==> src/include/gdp_pkg.sv <==
// What this block does
// Supply at or below stop level forces both gate drives low.
// Lockout releases only at start level or above, giving hysteresis.
// After lockout, low drive follows command; high drive waits command rising edge.
// Fault line held low while supply lockout is active.
// Supply dips shorter than about 3 us are filtered out.
// Current-limit flag rises after sense stays at limit for blanking time.
// Low drives follow their commands while current limit is flagged.
// Current-limit flag falls as soon as sense drops below limit.
// After high-side limit shutdown ends, high drive waits for command rising edge.
// High-side shutdown input ignores pulses shorter than about 3.3 us.
// Overcurrent trips after sense stays at trip level for blanking time.
// Trip turns all low drives off and pulls fault line low.
// Fault held low 25 us after trip, then drives follow commands.
// Controller stops motor on fault and waits 2 s before resuming; the host model resumes as soon as the fault line releases.
// Die over temperature shuts down all low drives.
// Thermal shutdown releases at release level or below; drives follow commands.
// Fault line held low during thermal shutdown.
// Any low fault line level, own or external, keeps low drives off.
// Controller forces low-side shutdown by pulling fault line low 6 us.
// Asserted high-side shutdown input turns off all high drives.
// Comparator flags arrive digital; times are counted on the clock.
package gdp_pkg;
  localparam int CLK_MHZ = 100;
  localparam int UV_FILTER_NS = 3000;
  localparam int LIMIT_BLANK_NS = 2000;
  localparam int TRIP_BLANK_NS = 2000;
  localparam int HOLD_NS = 25000;
  localparam int SD_FILTER_NS = 3300;
  localparam int UV_FILTER_CYC = UV_FILTER_NS * CLK_MHZ / 1000;
  localparam int LIMIT_BLANK_CYC = (LIMIT_BLANK_NS * CLK_MHZ + 999) / 1000;
  localparam int TRIP_BLANK_CYC = (TRIP_BLANK_NS * CLK_MHZ + 999) / 1000;
  localparam int HOLD_CYC = HOLD_NS * CLK_MHZ / 1000;
  localparam int SD_FILTER_CYC = SD_FILTER_NS * CLK_MHZ / 1000;
  localparam int CNT_W = 12;
  localparam logic [2:0] DRIVE_RST = 3'h0;

  typedef struct packed {
    logic below_stop;
    logic above_start;
    logic at_limit;
    logic at_trip;
    logic over_hot;
    logic below_release;
  } gdp_sense_t;

  typedef struct packed {
    logic [2:0] high;
    logic [2:0] low;
  } gdp_phase_t;
endpackage : gdp_pkg

==> src/rtl/gdp_ctrl.sv <==
`timescale 1ns/1ps
module gdp_ctrl (
  input wire logic clk,
  input wire logic rst_n,
  input wire gdp_pkg::gdp_sense_t sense_in,
  input wire gdp_pkg::gdp_phase_t command_in,
  input wire logic high_side_shutdown_in,
  input wire logic fault_line_in,
  output gdp_pkg::gdp_phase_t gate_drive,
  output logic fault_line_out,
  output logic fault_line_oe,
  output logic current_limit_flag
);
  // ==========================================================
  // Reset release and input synchronisers
  logic [1:0] rst_pipe;
  logic rst_s_n;
  always_ff @(posedge clk or negedge rst_n) begin
    if (!rst_n) rst_pipe <= 2'h0;
    else rst_pipe <= {rst_pipe[0], 1'b1};
  end
  assign rst_s_n = rst_pipe[1];

  localparam int IN_W = 6 + 6 + 2;
  logic [IN_W-1:0] sync1, sync2;
  always_ff @(posedge clk or negedge rst_s_n) begin
    if (!rst_s_n) begin
      sync1 <= '0;
      sync2 <= '0;
    end else begin
      sync1 <= {sense_in, command_in, high_side_shutdown_in, fault_line_in};
      sync2 <= sync1;
    end
  end
  gdp_pkg::gdp_sense_t sense;
  gdp_pkg::gdp_phase_t cmd;
  logic sd_raw, fault_ext_high;
  assign {sense, cmd, sd_raw, fault_ext_high} = sync2;

  // ==========================================================
  // Supply lockout with filter and hysteresis
  logic uv_lock;
  logic [gdp_pkg::CNT_W-1:0] uv_cnt;
  always_ff @(posedge clk or negedge rst_s_n) begin
    if (!rst_s_n) begin
      uv_lock <= 1'b1;
      uv_cnt <= '0;
    end else if (!uv_lock) begin
      // Short dips restart the filter, so they never lock out
      if (!sense.below_stop) uv_cnt <= '0;
      else if (uv_cnt == gdp_pkg::CNT_W'(gdp_pkg::UV_FILTER_CYC - 1)) begin
        uv_lock <= 1'b1;
        uv_cnt <= '0;
      end else uv_cnt <= uv_cnt + 1'b1;
    end else begin
      if (!sense.above_start) uv_cnt <= '0;
      else if (uv_cnt == gdp_pkg::CNT_W'(gdp_pkg::UV_FILTER_CYC - 1)) begin
        uv_lock <= 1'b0;
        uv_cnt <= '0;
      end else uv_cnt <= uv_cnt + 1'b1;
    end
  end

  // ==========================================================
  // Current limit blanking
  logic [gdp_pkg::CNT_W-1:0] lim_cnt;
  always_ff @(posedge clk or negedge rst_s_n) begin
    if (!rst_s_n) begin
      lim_cnt <= '0;
      current_limit_flag <= 1'b0;
    end else if (!sense.at_limit) begin
      lim_cnt <= '0;
      current_limit_flag <= 1'b0;
    end else if (lim_cnt == gdp_pkg::CNT_W'(gdp_pkg::LIMIT_BLANK_CYC - 1)) begin
      current_limit_flag <= 1'b1;
    end else lim_cnt <= lim_cnt + 1'b1;
  end

  // ==========================================================
  // Overcurrent trip with fixed hold
  logic [gdp_pkg::CNT_W-1:0] trip_cnt;
  logic [gdp_pkg::CNT_W-1:0] hold_cnt;
  logic trip_hold;
  always_ff @(posedge clk or negedge rst_s_n) begin
    if (!rst_s_n) begin
      trip_cnt <= '0;
      hold_cnt <= '0;
      trip_hold <= 1'b0;
    end else if (trip_hold) begin
      trip_cnt <= '0;
      // Hold runs its full time even if the sense level drops
      if (hold_cnt == gdp_pkg::CNT_W'(gdp_pkg::HOLD_CYC - 1)) begin
        trip_hold <= 1'b0;
        hold_cnt <= '0;
      end else hold_cnt <= hold_cnt + 1'b1;
    end else if (!sense.at_trip) trip_cnt <= '0;
    else if (trip_cnt == gdp_pkg::CNT_W'(gdp_pkg::TRIP_BLANK_CYC - 1)) begin
      trip_hold <= 1'b1;
      trip_cnt <= '0;
    end else trip_cnt <= trip_cnt + 1'b1;
  end

  // ==========================================================
  // Thermal shutdown with hysteresis
  logic hot;
  always_ff @(posedge clk or negedge rst_s_n) begin
    if (!rst_s_n) hot <= 1'b0;
    else if (sense.over_hot) hot <= 1'b1;
    else if (sense.below_release) hot <= 1'b0;
  end

  // ==========================================================
  // High-side shutdown input filter
  logic sd_on;
  logic [gdp_pkg::CNT_W-1:0] sd_cnt;
  always_ff @(posedge clk or negedge rst_s_n) begin
    if (!rst_s_n) begin
      sd_on <= 1'b0;
      sd_cnt <= '0;
    end else if (sd_raw == sd_on) sd_cnt <= '0;
    else if (sd_cnt == gdp_pkg::CNT_W'(gdp_pkg::SD_FILTER_CYC - 1)) begin
      sd_on <= sd_raw;
      sd_cnt <= '0;
    end else sd_cnt <= sd_cnt + 1'b1;
  end

  // ==========================================================
  // Fault line and gate drives
  logic own_fault;
  assign own_fault = uv_lock | trip_hold | hot;
  always_ff @(posedge clk or negedge rst_s_n) begin
    if (!rst_s_n) begin
      fault_line_out <= 1'b0;
      fault_line_oe <= 1'b1;
    end else begin
      fault_line_out <= 1'b0;
      fault_line_oe <= own_fault;
    end
  end

  logic low_block;
  // External pull-down counts as well as our own fault
  assign low_block = own_fault | !fault_ext_high;

  logic [2:0] cmd_prev, high_arm;
  always_ff @(posedge clk or negedge rst_s_n) begin
    if (!rst_s_n) begin
      cmd_prev <= gdp_pkg::DRIVE_RST;
      high_arm <= gdp_pkg::DRIVE_RST;
    end else begin
      cmd_prev <= cmd.high;
      for (int i = 0; i < 3; i++) begin
        // Re-arm only on a fresh rising edge once blockers clear
        if (uv_lock || sd_on) high_arm[i] <= 1'b0;
        else if (cmd.high[i] && !cmd_prev[i]) high_arm[i] <= 1'b1;
      end
    end
  end

  always_ff @(posedge clk or negedge rst_s_n) begin
    if (!rst_s_n) gate_drive <= '0;
    else begin
      gate_drive.high <= (uv_lock || sd_on) ? 3'h0 : (cmd.high & high_arm);
      gate_drive.low <= low_block ? 3'h0 : cmd.low;
    end
  end

  // ==========================================================
  // Checks
  property p_uv_drive;
    @(posedge clk) disable iff (!rst_s_n) uv_lock |=> gate_drive == '0;
  endproperty
  a_uv_drive: assert property (p_uv_drive) else $error("drive on during lockout");
  property p_uv_fault;
    @(posedge clk) disable iff (!rst_s_n) uv_lock |=> fault_line_oe;
  endproperty
  a_uv_fault: assert property (p_uv_fault) else $error("fault not low in lockout");
  property p_lim_fall;
    @(posedge clk) disable iff (!rst_s_n) !sense.at_limit |=> !current_limit_flag;
  endproperty
  a_lim_fall: assert property (p_lim_fall) else $error("limit flag stuck");
  property p_lim_rise;
    @(posedge clk) disable iff (!rst_s_n) current_limit_flag |-> $past(sense.at_limit);
  endproperty
  a_lim_rise: assert property (p_lim_rise) else $error("limit flag without sense");
  property p_trip_low;
    @(posedge clk) disable iff (!rst_s_n) trip_hold |=> gate_drive.low == 3'h0;
  endproperty
  a_trip_low: assert property (p_trip_low) else $error("low drive on after trip");
  property p_hold;
    @(posedge clk) disable iff (!rst_s_n) $rose(trip_hold) |-> trip_hold [*8];
  endproperty
  a_hold: assert property (p_hold) else $error("trip hold too short");
  // Separate count of the hold, so a hold cut short or run long cannot slip past
  logic [gdp_pkg::CNT_W-1:0] hold_len;
  always_ff @(posedge clk or negedge rst_s_n) begin
    if (!rst_s_n) hold_len <= '0;
    else if (trip_hold) hold_len <= hold_len + 1'b1;
    else hold_len <= '0;
  end
  property p_hold_len;
    @(posedge clk) disable iff (!rst_s_n)
      $fell(trip_hold) |-> hold_len == gdp_pkg::CNT_W'(gdp_pkg::HOLD_CYC);
  endproperty
  a_hold_len: assert property (p_hold_len) else $error("trip hold length wrong");
  property p_hot;
    @(posedge clk) disable iff (!rst_s_n) hot |=> (gate_drive.low == 3'h0) && fault_line_oe;
  endproperty
  a_hot: assert property (p_hot) else $error("thermal shutdown not applied");
  property p_ext;
    @(posedge clk) disable iff (!rst_s_n) !fault_ext_high |=> gate_drive.low == 3'h0;
  endproperty
  a_ext: assert property (p_ext) else $error("low drive on with fault line low");
  property p_sd;
    @(posedge clk) disable iff (!rst_s_n) sd_on |=> gate_drive.high == 3'h0;
  endproperty
  a_sd: assert property (p_sd) else $error("high drive on during shutdown");
  property p_sd_rise;
    @(posedge clk) disable iff (!rst_s_n) $rose(sd_on) |-> $past(sd_raw, 8);
  endproperty
  a_sd_rise: assert property (p_sd_rise) else $error("shutdown pulse not filtered");
  c_trip: cover property (@(posedge clk) disable iff (!rst_s_n) $fell(trip_hold));
  c_lim: cover property (@(posedge clk) disable iff (!rst_s_n) $rose(current_limit_flag));
  c_uv: cover property (@(posedge clk) disable iff (!rst_s_n) $fell(uv_lock));
  c_hot: cover property (@(posedge clk) disable iff (!rst_s_n) $fell(hot));
endmodule : gdp_ctrl

==> config.mk <==
export PLATFORM = sky130hd
export DESIGN_NAME = gdp_ctrl
export DESIGN_NICKNAME = d
export VERILOG_FILES = /design/src/include/gdp_pkg.sv /design/src/rtl/gdp_ctrl.sv
export SDC_FILE = /design/constraint.sdc
export NUM_CORES = 1
export LEC_CHECK = 0
export ABC_AREA = 1
export BUFFER_PORTS_ARGS = -buffer_cell sky130_fd_sc_hd__buf_2
export CAP_MARGIN = 20
export CORE_MARGIN = 2
export CORE_UTILIZATION = 42
export CTS_CLUSTER_SIZE = 20
export DETAILED_ROUTE_END_ITERATION = 6
export GPL_TIMING_DRIVEN = 0
export PLACE_DENSITY_LB_ADDON = 0.15
export SLEW_MARGIN = 25
export SYNTH_ARGS = -nofsm -noshare
export SYNTH_HDL_FRONTEND = slang
export SYNTH_SLANG_ARGS = --single-unit
==> constraint.sdc <==
create_clock -name clk -period 4.06 [get_ports clk]
set_input_delay 0.203 -clock clk [delete_from_list [all_inputs] [get_ports clk]]
set_output_delay 0.203 -clock clk [all_outputs]
set_load 0.02 [all_outputs]
After elaboration in Yosys (flattened, before gate mapping)
Index checks and enable logic that the tools add are counted.

operators by class
  add/subtract/negate cells = 5
  equal/unequal tests = 8
  mux-type cells = 33
  bitwise gates (word level) = 5
  reduce and logical (&&, ||, !) cells = 13

operators with widths
  kind                                                   number
  two-way mux 12 bit                                     12
  adder 12 x 1 -> 12 bit, second input constant          5
  == test 12 x 8 -> 1 bit, second input constant         2
  == test 12 x 9 -> 1 bit, second input constant         2
  two-way mux 1 bit                                      19
  == test 12 bit, second input constant                  1
  nonzero test 2 bit                                     4
  two-way mux 3 bit                                      2
  zero test 1 bit                                        4
  AND 3 bit                                              1
  logical AND 1 bit                                      3
  bitwise OR 1 bit                                       3
  inequality test 2 x 1 -> 1 bit, second input constant  1
  inequality test 2 bit, second input constant           1
  AND reduction 2 bit                                    1
  == test 1 bit                                          1
  logical OR 1 bit                                       1
  NOT 1 bit                                              1

storage, ports and cells
  bits in registers = 108
  bits of input ports = 16
  logic and storage cells = 84

Longest topological paths before layout
Gate-level depths: netlist (run 1).

  word-level depth = 4
  depth in mapped cells = 9
  mapped depth without buffers = 9

Least setup slack after synthesis (run 1)
No wires, ideal clock.

  path kind = flip-flop to flip-flop
  from = register uv_cnt[0] (netlist bit)
  to = register uv_lock
  arrival = 1.236 ns
  data required time = 4.000 ns
  path slack = 2.763 ns
  cell stages (with the launch flop) = 7
  buffers on the path = 0
  path through = dfrtp_1 ha_1 nand2_1 nor3_2 nand3_2 or2_0 nand2_1

on the way
  longest elaborated chain between the ends = 4
  elaborated cells on any way between the ends = 6
  those cells by class = eq/ne: 1; mux: 5

RTL lines
  item                                  RTL line                        text
  from (decl)                           gdp_ctrl.sv:43                  logic [gdp_pkg::CNT_W-1:0] uv_cnt;
  from (signal assigned)                gdp_ctrl.sv:54                  end else uv_cnt <= uv_cnt + 1'b1;
  from (signal assigned)                gdp_ctrl.sv:60                  end else uv_cnt <= uv_cnt + 1'b1;
  == test 12 x 9 -> 1 bit (*)           gdp_ctrl.sv:51, gdp_ctrl.sv:57
  two-way mux 1 bit (on tied branches)  gdp_ctrl.sv:51, gdp_ctrl.sv:57
  two-way mux 1 bit (on tied branches)  gdp_ctrl.sv:50, gdp_ctrl.sv:56
  two-way mux 1 bit (*)                 gdp_ctrl.sv:48                  end else if (!uv_lock) begin
  to (signal assigned)                  gdp_ctrl.sv:46                  uv_lock <= 1'b1;
  to (signal assigned)                  gdp_ctrl.sv:52                  uv_lock <= 1'b1;
  to (signal assigned)                  gdp_ctrl.sv:58                  uv_lock <= 1'b0;
  to (decl)                             gdp_ctrl.sv:42                  logic uv_lock;

Mark *: on every way between the ends. The rest lies on a longest branch, timed or not.
A chain may end at the register's enable or synchronous reset.

Worst setup path after layout (run 1)
  from = register uv_cnt[0] (netlist bit)
  to = register uv_cnt[6] (netlist bit)

on the way
  longest elaborated chain between the ends = 4
  elaborated cells on any way between the ends = 6
  those cells by class = add/sub: 1; eq/ne: 1; mux: 4

RTL lines
  item                                                                      RTL line
  adder 12 x 1 -> 12 bit / == test 12 x 9 -> 1 bit (equally long branches)  -
  two-way mux 12 bit (*)                                                    gdp_ctrl.sv:51, gdp_ctrl.sv:57
  two-way mux 12 bit (on tied branches)                                     gdp_ctrl.sv:50, gdp_ctrl.sv:56
  two-way mux 12 bit (*)                                                    gdp_ctrl.sv:48

Marked as above.

==> impl_metrics.json, run 1 <==
{
  "powerDensity_nw_per_um2": 348,
  "skew_ps": 8.30,
  "die_x_um": 110,
  "total_power_mw": 1.88,
  "fin_crit_sh_pct": 37.8,
  "gr-total-overflow": 0,
  "synth.mux.area_fraction_pct": 0,
  "cts_buffers": 9,
  "criticalPathCategory": "reg -> reg",
  "tritoncts": "done",
  "peakVddDrop_mv": 0.249,
  "slew_viol_final": 0,
  "dieArea_um2": 12100,
  "multi_input_area_um2": 1720,
  "vias": 3393,
  "yosysUniqueCellTypes": 35,
  "ys_seq_area_share_pct": 57.5,
  "core_um2": 10900,
  "drive_gt1_share_pct": 12.6,
  "path_clk_slew_ps": 100,
  "slowest_delay_ps": 490,
  "final_util_pct": 49.6,
  "grt_pass1_wl_um": 14700,
  "synthFlopType": "dfrtp_1",
  "synth_fp_nets": 546,
  "grt_max_degree": 48,
  "fmax_ghz": 0.652,
  "post_dp_cell_area_um2": 5040,
  "crit_chain": "ha_1, nand2_1, nor3_2, nand3_2, nand2_2, nor3_1",
  "critical_path_buf_inv_count": 0,
  "synth_common_cells": "dfrtp_1 (106), nand2_1 (106), nor2_1 (78), inv_1 (66), nand3_1 (40)",
  "drtIter0Drc": 151,
  "status": "finished clean",
  "yosysWarnings": 0,
  "synth-xor-area-share_pct": 3.35,
  "async_reset_ff_share_pct": 100,
  "cts_resized": 0,
  "drc": 0,
  "dr.pass1.iters": 4,
  "antenna_left": 0,
  "synth_area_leader_cell": "dfrtp_1",
  "area_delta_synth_final_pct": 14.7,
  "design_area_um2": 5400,
  "cp_top_family": "simple AND/OR/NAND/NOR gates",
  "die-height_um": 110,
  "synthAdderAreaFrac_pct": 1.60,
  "routed_wl_um": 8120,
  "max-cap-violations": 0,
  "synth_enable_flop_cells": 0,
  "place.gp.congestion": 0.833,
  "fin_crit_ps": 1530,
  "synth-compound-area-share_pct": 3.94,
  "cp_slowest_cell": "dfrtp_1",
  "antennaDiodeCount": 0,
  "synth_area_um2": 4700,
  "antenna_found_initial": 0,
  "grt_pass1_vias": 3322,
  "clock_sinks": 108,
  "synth_top_family_by_area": "simple AND/OR/NAND/NOR gates",
  "track_usage_pct": 15.5,
  "post-synth-top-area-fraction_pct": 56.4,
  "worstPathRequired_ps": 4330,
  "ios": 25,
  "dp_hpwl_um": 5790,
  "regArea_um2": 2710,
  "hold_path_class": "in -> async",
  "io_buffers": 23,
  "hold_viol": 0,
  "worstPathMaxFanout": 8,
  "rows": 38,
  "wl_per_cell_um": 11.3,
  "cp.arrival_ps": 1800,
  "critPathLaunchType": "flop",
  "initial_utilization_pct": 43.2,
  "h-tree-depth": 3,
  "setup_viol": 0,
  "nets": 597,
  "avgSynthCellArea_um2": 8.98,
  "syn_inst": 524,
  "via_per_inst": 4.71,
  "synth-seq-cells": 108,
  "hold_ws_ps": 131,
  "clock_latency_ps": 370,
  "synthTopCellsByArea": "dfrtp_1 (56%), nand2_1 (8.5%), nor2_1 (6.2%)",
  "clock_path_buffers": 2,
  "cts_root_buffer": "clkbuf_8",
  "fin_cells": 720,
  "place_inst": 689,
  "crit_path_end_kind": "flop",
  "p_leak_nw": 2.53,
  "rsz0062_at_grt": "no",
  "yosys.area_share.simple_pct": 27.5,
  "fillers": 1048
}
==> through the flow <==
step	worst slack, ps	setup TNS, ps
global placement	-373	-38350
CTS	2500	0
detailed placement	2520	0
finish	2530	0
floorplan	832	0
global route	2380	0
==> area by class of cell <==
class                      instances  share of cell area [%]
buffer                             5                   0.487
multi-input combinational        343                    31.8
clock inverter                     6                    1.35
inverter                          68                    4.73
timing repair buffer              40                    5.80
tap                              140                    3.25
sequential                       108                    50.2
clock buffer                      10                    2.37
==> worst reg2reg max path, delay by kind of cell, from the launching register on <==
| kind | cells | cell delay (ps) |
|---|---|---|
| flops | 1 | 490 |
| simple gates | 5 | 660 |
| fa+ha+maj | 1 | 280 |
==> placed cells by master (no fill, tap or decap), types with 2 or more instances in the layout <==
cell	n
dfrtp_1	105
o21bai_1	2
nor3_1	13
nand3_1	40
nor2_4	4
nor2_1	78
clkinvlp_4	2
nand4_1	15
nor3b_1	3
nand3_2	3
o21ai_1	4
a21oi_1	16
nor3_2	3
inv_8	2
ha_1	6
conb_1	2
o21ai_0	7
inv_1	66
nand2_1	106
dlygate4sd3_1	15
clkbuf_1	2
nand2_2	6
a31oi_1	3
dfstp_2	2
xor2_1	14
clkbuf_8	9
nor2_2	7
xnor2_1	4
buf_2	26
==> registers in the layout, summed over array words and instances (netlist names) <==
register / flops
sync1: 14
sync2: 14
hold_cnt: 12
lim_cnt: 12
sd_cnt: 12
trip_cnt: 12
uv_cnt: 12
gate_drive: 6
cmd_prev: 3
high_arm: 3
rst_pipe: 2
current_limit_flag: 1
fault_line_oe: 1
hot: 1
sd_on: 1
trip_hold: 1
uv_lock: 1
==> kinds of logic after synthesis <==
kind of cell,Yosys count
XOR/XNOR,18
AO/OA/AOI/OAI,34
adder cells (fa/ha/maj),6
AND/OR/NAND/NOR,283
flip-flops,108
other,2
buffers and inverters,73
==> repair_timing <==
action | CTS | global route
setup buffers | 0 | 0
setup endpoints to repair | 0 | 0
hold endpoints to repair | 16 | 0
hold buffers | 15 | 0
==> routing by layer <==
| metal | up-vias | share of wire [%] | track usage (%) |
|---|---|---|---|
| met3 | 9 | 3.7 | 4.51 |
| met4 | 0 | 1.4 | 5.06 |
| met1 | 1582 | 48 | 20.3 |
| li1 | 1754 | - | - |
| met5 | - | 0 | 0 |
| met2 | 48 | 47 | 24.9 |
==> worst paths after layout <==
| check | start | end | slack (ps) | depth (start not counted) |
|---|---|---|---|---|
| worst max-delay path | uv_cnt[0] | uv_cnt[6] | 2530 | 6 |
| worst min-delay path | rst_n | rst_pipe[0] | 130 | 2 |
| worst max register to register | uv_cnt[0] | uv_cnt[6] | 2530 | 6 |
| worst min register to register | rst_pipe[1] | current_limit_flag | 220 | 0 |
| max in group asynchronous | rst_pipe[1] | fault_line_oe | 2990 | 2 |
| min in group clk | sync1[8] | sync2[8] | 350 | 0 |
==> where the power goes <==
| group | switching (mW) | total [mW] | internal (mW) |
|---|---|---|---|
| Sequential | 0.0225 | 1.13 | 1.11 |
| Combinational | 0.0525 | 0.0916 | 0.0391 |
| Clock | 0.363 | 0.656 | 0.293 |
Power figures use the tool's default switching activity.
==> run 2, diff against run 1 <==
--- a/config.mk
+++ b/config.mk
@@ -5,7 +5,7 @@
 export SDC_FILE = /design/constraint.sdc
 export NUM_CORES = 1
 export LEC_CHECK = 0
-export ABC_AREA = 1
+export ABC_AREA = 0
 export BUFFER_PORTS_ARGS = -buffer_cell sky130_fd_sc_hd__buf_2
 export CAP_MARGIN = 20
 export CORE_MARGIN = 2
==> constraint.sdc (replaced) <==
create_clock -name clk -period 1.25 [get_ports clk]
set_input_delay 0.0625 -clock clk [delete_from_list [all_inputs] [get_ports clk]]
set_output_delay 0.0625 -clock clk [all_outputs]
set_load 0.02 [all_outputs]
==> impl_metrics.json, run 2 <==
{
  "vias": 2845,
  "setup_tns_ps": -16210,
  "gr-total-overflow": 0,
  "critPathLaunchType": "flop",
  "synth_area_um2": 4340,
  "ys_seq_area_share_pct": 62.3,
  "status": "finished with violations",
  "rsz0062_at_grt": "yes",
  "hold_viol": 0,
  "rows": 37,
  "fmax_ghz": 0.578,
  "grt_pass1_vias": 2883,
  "synthFlopType": "dfrtp_1",
  "skew_ps": 12.1,
  "drive_gt1_share_pct": 31.4,
  "p_leak_nw": 2.53,
  "die-height_um": 106,
  "hold_path_class": "reg -> async",
  "area_delta_synth_final_pct": 29.0,
  "power_frac_seq_pct": 61.3,
  "worstPathRequired_ps": 1510,
  "path_clk_slew_ps": 100,
  "yosysMostFrequentCell": "dfrtp_1",
  "dp_hpwl_um": 4650,
  "setup_viol": 58,
  "multi_input_area_um2": 1840,
  "cp_slowest_cell": "or4_1",
  "clock_sinks": 108,
  "nets": 473,
  "post_dp_cell_area_um2": 4760,
  "critical_path_buf_inv_count": 1,
  "routed_wl_um": 7610,
  "synth-seq-cells": 108,
  "p_sw_mw": 1.42,
  "path_depth": 5,
  "comb_power_share_pct": 5.8,
  "reg2reg_from": "trip_cnt[11]",
  "track_usage_pct": 14.8,
  "r2r-end": "trip_cnt[6]",
  "rr_worst_depth": 5,
  "crit_end": "trip_cnt[6]",
  "criticalPathCategory": "reg -> reg",
  "antenna_found_initial": 0,
  "grt_pass1_wl_um": 13200,
  "final_common_cell": "dfrtp_1",
  "yosysUniqueCellTypes": 40,
  "fin_crit_ps": 1730,
  "cp.arrival_ps": 1990,
  "slowest_delay_ps": 530,
  "crit_path_end_kind": "flop",
  "wl_per_cell_um": 12.9,
  "antenna_left": 0,
  "peakVddDrop_mv": 0.842,
  "crit_chain": "or4_1, or4_4, nand2b_4, buf_8, nor2_1",
  "dr.pass1.iters": 4,
  "cts_buffers": 9,
  "reg2reg_slack_ps": -480,
  "h-tree-depth": 3,
  "max-cap-violations": 0,
  "powerDensity_nw_per_um2": 1070,
  "grt_max_degree": 55,
  "layout_common_cells": "dfrtp_1 (98), buf_2 (23), xnor2_1 (22), xor2_1 (22)",
  "avgSynthCellArea_um2": 11.5,
  "clock_path_buffers": 2,
  "via_per_inst": 4.81,
  "synth_area_leader_cell": "dfrtp_1",
  "synth_enable_flop_cells": 0,
  "die_x_um": 106,
  "internal_power_mw": 4.55,
  "synthTopCellsByArea": "dfrtp_1 (61%), xnor2_1 (4.4%), xor2_1 (4.4%)",
  "largestRegisters": "sync1 (14), sync2 (14)",
  "tritoncts": "done",
  "slew_viol_final": 0,
  "drtIter0Drc": 104,
  "design_area_um2": 5600,
  "core_um2": 10200,
  "fin_crit_sh_pct": 138,
  "regArea_um2": 2720,
  "clkPwrFrac_pct": 32.9,
  "fillers": 874,
  "worstPathMaxFanout": 10,
  "synth_fp_nets": 398,
  "io_buffers": 23,
  "startpoint": "trip_cnt[11]",
  "clock_latency_ps": 360,
  "place.gp.congestion": 0.777,
  "cts_root_buffer": "clkbuf_8",
  "ios": 25,
  "post-synth-top-area-fraction_pct": 61.1,
  "violations": "negative setup slack",
  "dieArea_um2": 11200,
  "drc": 0,
  "antennaDiodeCount": 0,
  "async_reset_ff_share_pct": 100,
  "cp_top_family": "simple AND/OR/NAND/NOR gates",
  "syn_inst": 376,
  "initial_utilization_pct": 42.6,
  "layout_setup_ws_ps": -481,
  "switching_share_pct": 23.8,
  "synth_common_cells": "dfrtp_1 (106), nor2_1 (42), nand2_1 (26), xnor2_1 (22), xor2_1 (22)",
  "yosysWarnings": 0
}
-- run 2: cell count changes after synthesis, moves of 6 or more --
cell	previous run	this run
nor4_1	0	7
nor2_1	78	42
xor2_1	14	22
nand2_1	106	26
clkbuf_1	1	7
a21oi_1	16	5
nand2_2	6	0
and2_1	1	9
nor2_2	7	0
xnor2_1	4	22
nand3_1	40	19
inv_1	66	12
and3_1	1	12
-- run 2: repair_timing --
action,4_1_cts,5_1_grt
hold endpoints to repair,16,0
gates cloned,2,0
hold buffers,16,0
setup buffers,18,8
gates resized for setup,46,36
pin swaps,23,16
endpoints found under the setup margin,65,60
-- run 2: cell families (layout without fill, tap and decap cells) --
family	after synthesis	after routing	share of synthesized area, %
compound gates	23	23	3.26
xor+xnor	44	44	8.88
fa+ha+maj	6	6	1.73
buf+inv	22	102	2.34
flops	108	108	62.3
mux	4	4	0.952
other cells	2	2	0.173
simple gates	167	167	20.3
-- run 2: stage by stage --
step	std cells	utilization [%]	hold WS, ps	total power, mW	setup WS, ps
finish	592	55.0	176	5.97	-481
detailed placement	537	46.8	-149	4.00	-521
global placement	535	46.2	-153	3.96	-510
global route	592	55.0	193	6.25	-536
CTS	585	53.1	180	6.06	-502
floorplan	376	-	-233	3.88	-420
-- run 2: worst min path at each step --
stage | from | slack, ps | to | cells past startpoint
finish | rst_pipe[1] | 180 | sync1[12] | 0
global route | rst_pipe[1] | 190 | sync1[12] | 0
CTS | rst_pipe[1] | 180 | sync1[12] | 0
detailed placement | rst_n | -150 | rst_pipe[0] | 1
global placement | rst_n | -150 | rst_pipe[0] | 1
floorplan | rst_n | -230 | rst_pipe[0] | 0
-- run 2: layout make-up --
type                    count  area share (%)
flip-flops and latches    108            48.6
multi-input cells         246            33.0
repair buffers             68            10.4
well taps                 136            3.04
clock buffers              10            2.46
plain buffers               6            1.01
inverters                  12           0.805
clock inverters             6           0.782
-- run 2: metal layers --
layer	share of wire (%)	wire length (um)	vias up	global-route usage [%]
met1	47	3610	1368	18.9
met2	47	3590	47	24.1
li1	-	-	1420	-
met5	0	0	-	0
met4	1.3	102	0	5.17
met3	4.0	303	10	4.27
-- run 2: power groups by stage --
stage	Clock (mW)	Sequential [mW]	Combinational [mW]
after floorplan	0	3.77	0.112
after global placement	0	3.78	0.179
after detailed placement	0	3.73	0.265
after CTS	2.06	3.66	0.336
after global routing	2.18	3.68	0.389
final	1.97	3.66	0.345
==> run 3, diff against run 2 <==
--- a/config.mk
+++ b/config.mk
@@ -9,11 +9,12 @@
 export BUFFER_PORTS_ARGS = -buffer_cell sky130_fd_sc_hd__buf_2
 export CAP_MARGIN = 20
 export CORE_MARGIN = 2
-export CORE_UTILIZATION = 42
+export CORE_UTILIZATION = 30
 export CTS_CLUSTER_SIZE = 20
 export DETAILED_ROUTE_END_ITERATION = 6
 export GPL_TIMING_DRIVEN = 0
 export PLACE_DENSITY_LB_ADDON = 0.15
+export REMOVE_ABC_BUFFERS = 1
 export SLEW_MARGIN = 25
 export SYNTH_ARGS = -nofsm -noshare
 export SYNTH_HDL_FRONTEND = slang
==> impl_metrics.json, run 3 (synthesized netlist as in run 2, its figures left out) <==
{
  "status": "finished with violations",
  "violations": "negative setup slack",
  "wl_met3_um": 269,
  "powerDensity_nw_per_um2": 1210,
  "grt_pass1_wl_um": 14700,
  "final_util_pct": 42.0,
  "ios": 25,
  "hold_path_class": "in -> async",
  "nets": 473,
  "reg2reg_from": "uv_cnt[4]",
  "wl_met2_um": 4260,
  "routed_wl_um": 8460,
  "critPathLaunchType": "flop",
  "r2r-end": "uv_cnt[10]",
  "post_dp_cell_area_um2": 4680,
  "fin_cells": 636,
  "area_delta_synth_final_pct": 35.3,
  "drive_gt1_share_pct": 34.2,
  "drc": 0,
  "die-height_um": 124,
  "hold_ws_ps": 27.0,
  "drtIter0Drc": 168,
  "fin_crit_ps": 1700,
  "place_inst": 571,
  "clock_sinks": 108,
  "worstPathMaxFanout": 6,
  "skew_ps": 9.32,
  "tritoncts": "done",
  "largestRegisters": "sync1 (14), sync2 (14)",
  "setup_tns_ps": -14010,
  "dp_hpwl_um": 4710,
  "wl_per_cell_um": 13.3,
  "core_um2": 14000,
  "max-cap-violations": 0,
  "crit_path_end_kind": "flop",
  "path_clk_slew_ps": 70,
  "met1Wirelength_um": 3870,
  "rows": 43,
  "reg2reg_slack_ps": -450,
  "criticalPathCategory": "reg -> reg",
  "rsz0062_at_grt": "yes",
  "track_usage_pct": 11.6,
  "grt_pass1_vias": 3111,
  "clock_path_buffers": 2,
  "final_common_cell": "dfrtp_1",
  "setup_viol": 47,
  "worstPathRequired_ps": 1490,
  "layout_setup_ws_ps": -447,
  "hold_viol": 0,
  "layout_common_cells": "dfrtp_1 (98), buf_4 (24), buf_2 (23)",
  "antenna_left": 0,
  "dr.pass1.iters": 4,
  "slew_viol_final": 0,
  "antenna_found_initial": 0,
  "dieArea_um2": 15400,
  "peakVddDrop_mv": 0.879,
  "die_x_um": 124,
  "clock_latency_ps": 350,
  "top_layer": "met4",
  "vias": 2949,
  "place.gp.congestion": 0.731,
  "h-tree-depth": 3,
  "gr-total-overflow": 0,
  "initial_utilization_pct": 31.0,
  "p_leak_nw": 2.60,
  "cp.arrival_ps": 1930,
  "grt_max_degree": 53,
  "io_buffers": 23,
  "antennaDiodeCount": 0,
  "fin_crit_sh_pct": 136,
  "cts_buffers": 9,
  "cts_root_buffer": "clkbuf_16",
  "rr_worst_depth": 4,
  "fmax_ghz": 0.589,
  "design_area_um2": 5870,
  "via_per_inst": 4.64
}
[run 3: worst max path at each step]
| stage | startpoint | slack (ps) | cells after the start | to |
|---|---|---|---|---|
| floorplan | rst_pipe[1] | -1980 | 0 | cmd_prev[0] |
| global placement | rst_pipe[1] | -3240 | 0 | sd_cnt[4] |
| detailed placement | uv_cnt[2] | -710 | 4 | uv_cnt[5] |
| CTS | trip_cnt[11] | -450 | 4 | trip_cnt[11] |
| global route | trip_cnt[11] | -500 | 4 | trip_cnt[3] |
| finish | uv_cnt[4] | -450 | 4 | uv_cnt[10] |
[run 3: stage by stage]
| stage | power, mW | setup WS (ps) |
|---|---|---|
| 2_1_floorplan | 3.85 | -1980 |
| 3_3_place_gp | 3.94 | -3240 |
| 3_5_place_dp | 3.97 | -713 |
| 4_1_cts | 7.22 | -451 |
| 5_1_grt | 7.45 | -500 |
| 6_report | 7.12 | -447 |
[run 3: area by class of cell]
cell class | instances | area (um^2)
Clock buffer | 9 | 225
Clock inverter | 7 | 96.3
Fill cell | 1334 | 8120
Inverter | 12 | 45.0
Multi-Input combinational cell | 249 | 1980
Sequential cell | 108 | 2720
Tap cell | 180 | 225
Timing Repair Buffer | 71 | 579
[run 3: critical path, stage by stage (launching register included)]
cell	delay, ps
dfrtp_1	400
or4_1	530
or3_4	460
nand2_8	130
nor2_1	60
[run 3: repair_timing]
action                                  4_1_cts  5_1_grt
gates resized for setup                      47       64
pin swaps                                    48       12
setup buffers                                21       11
hold endpoints to repair                     16        0
gates cloned                                  3        0
hold buffers                                 15        0
endpoints found under the setup margin       62       64
[run 3: report_power, final]
part           switching [mW]  internal (mW)
registers              0.0735           3.59
logic                   0.200          0.170
clock network            1.32           1.77
[run 3: routing by layer]
metal | global-route usage (%) | up-vias
li1 | - | 1423
met1 | 14.6 | 1490
met2 | 18.6 | 32
met3 | 3.99 | 4
met4 | 4.10 | 0
met5 | 0 | -
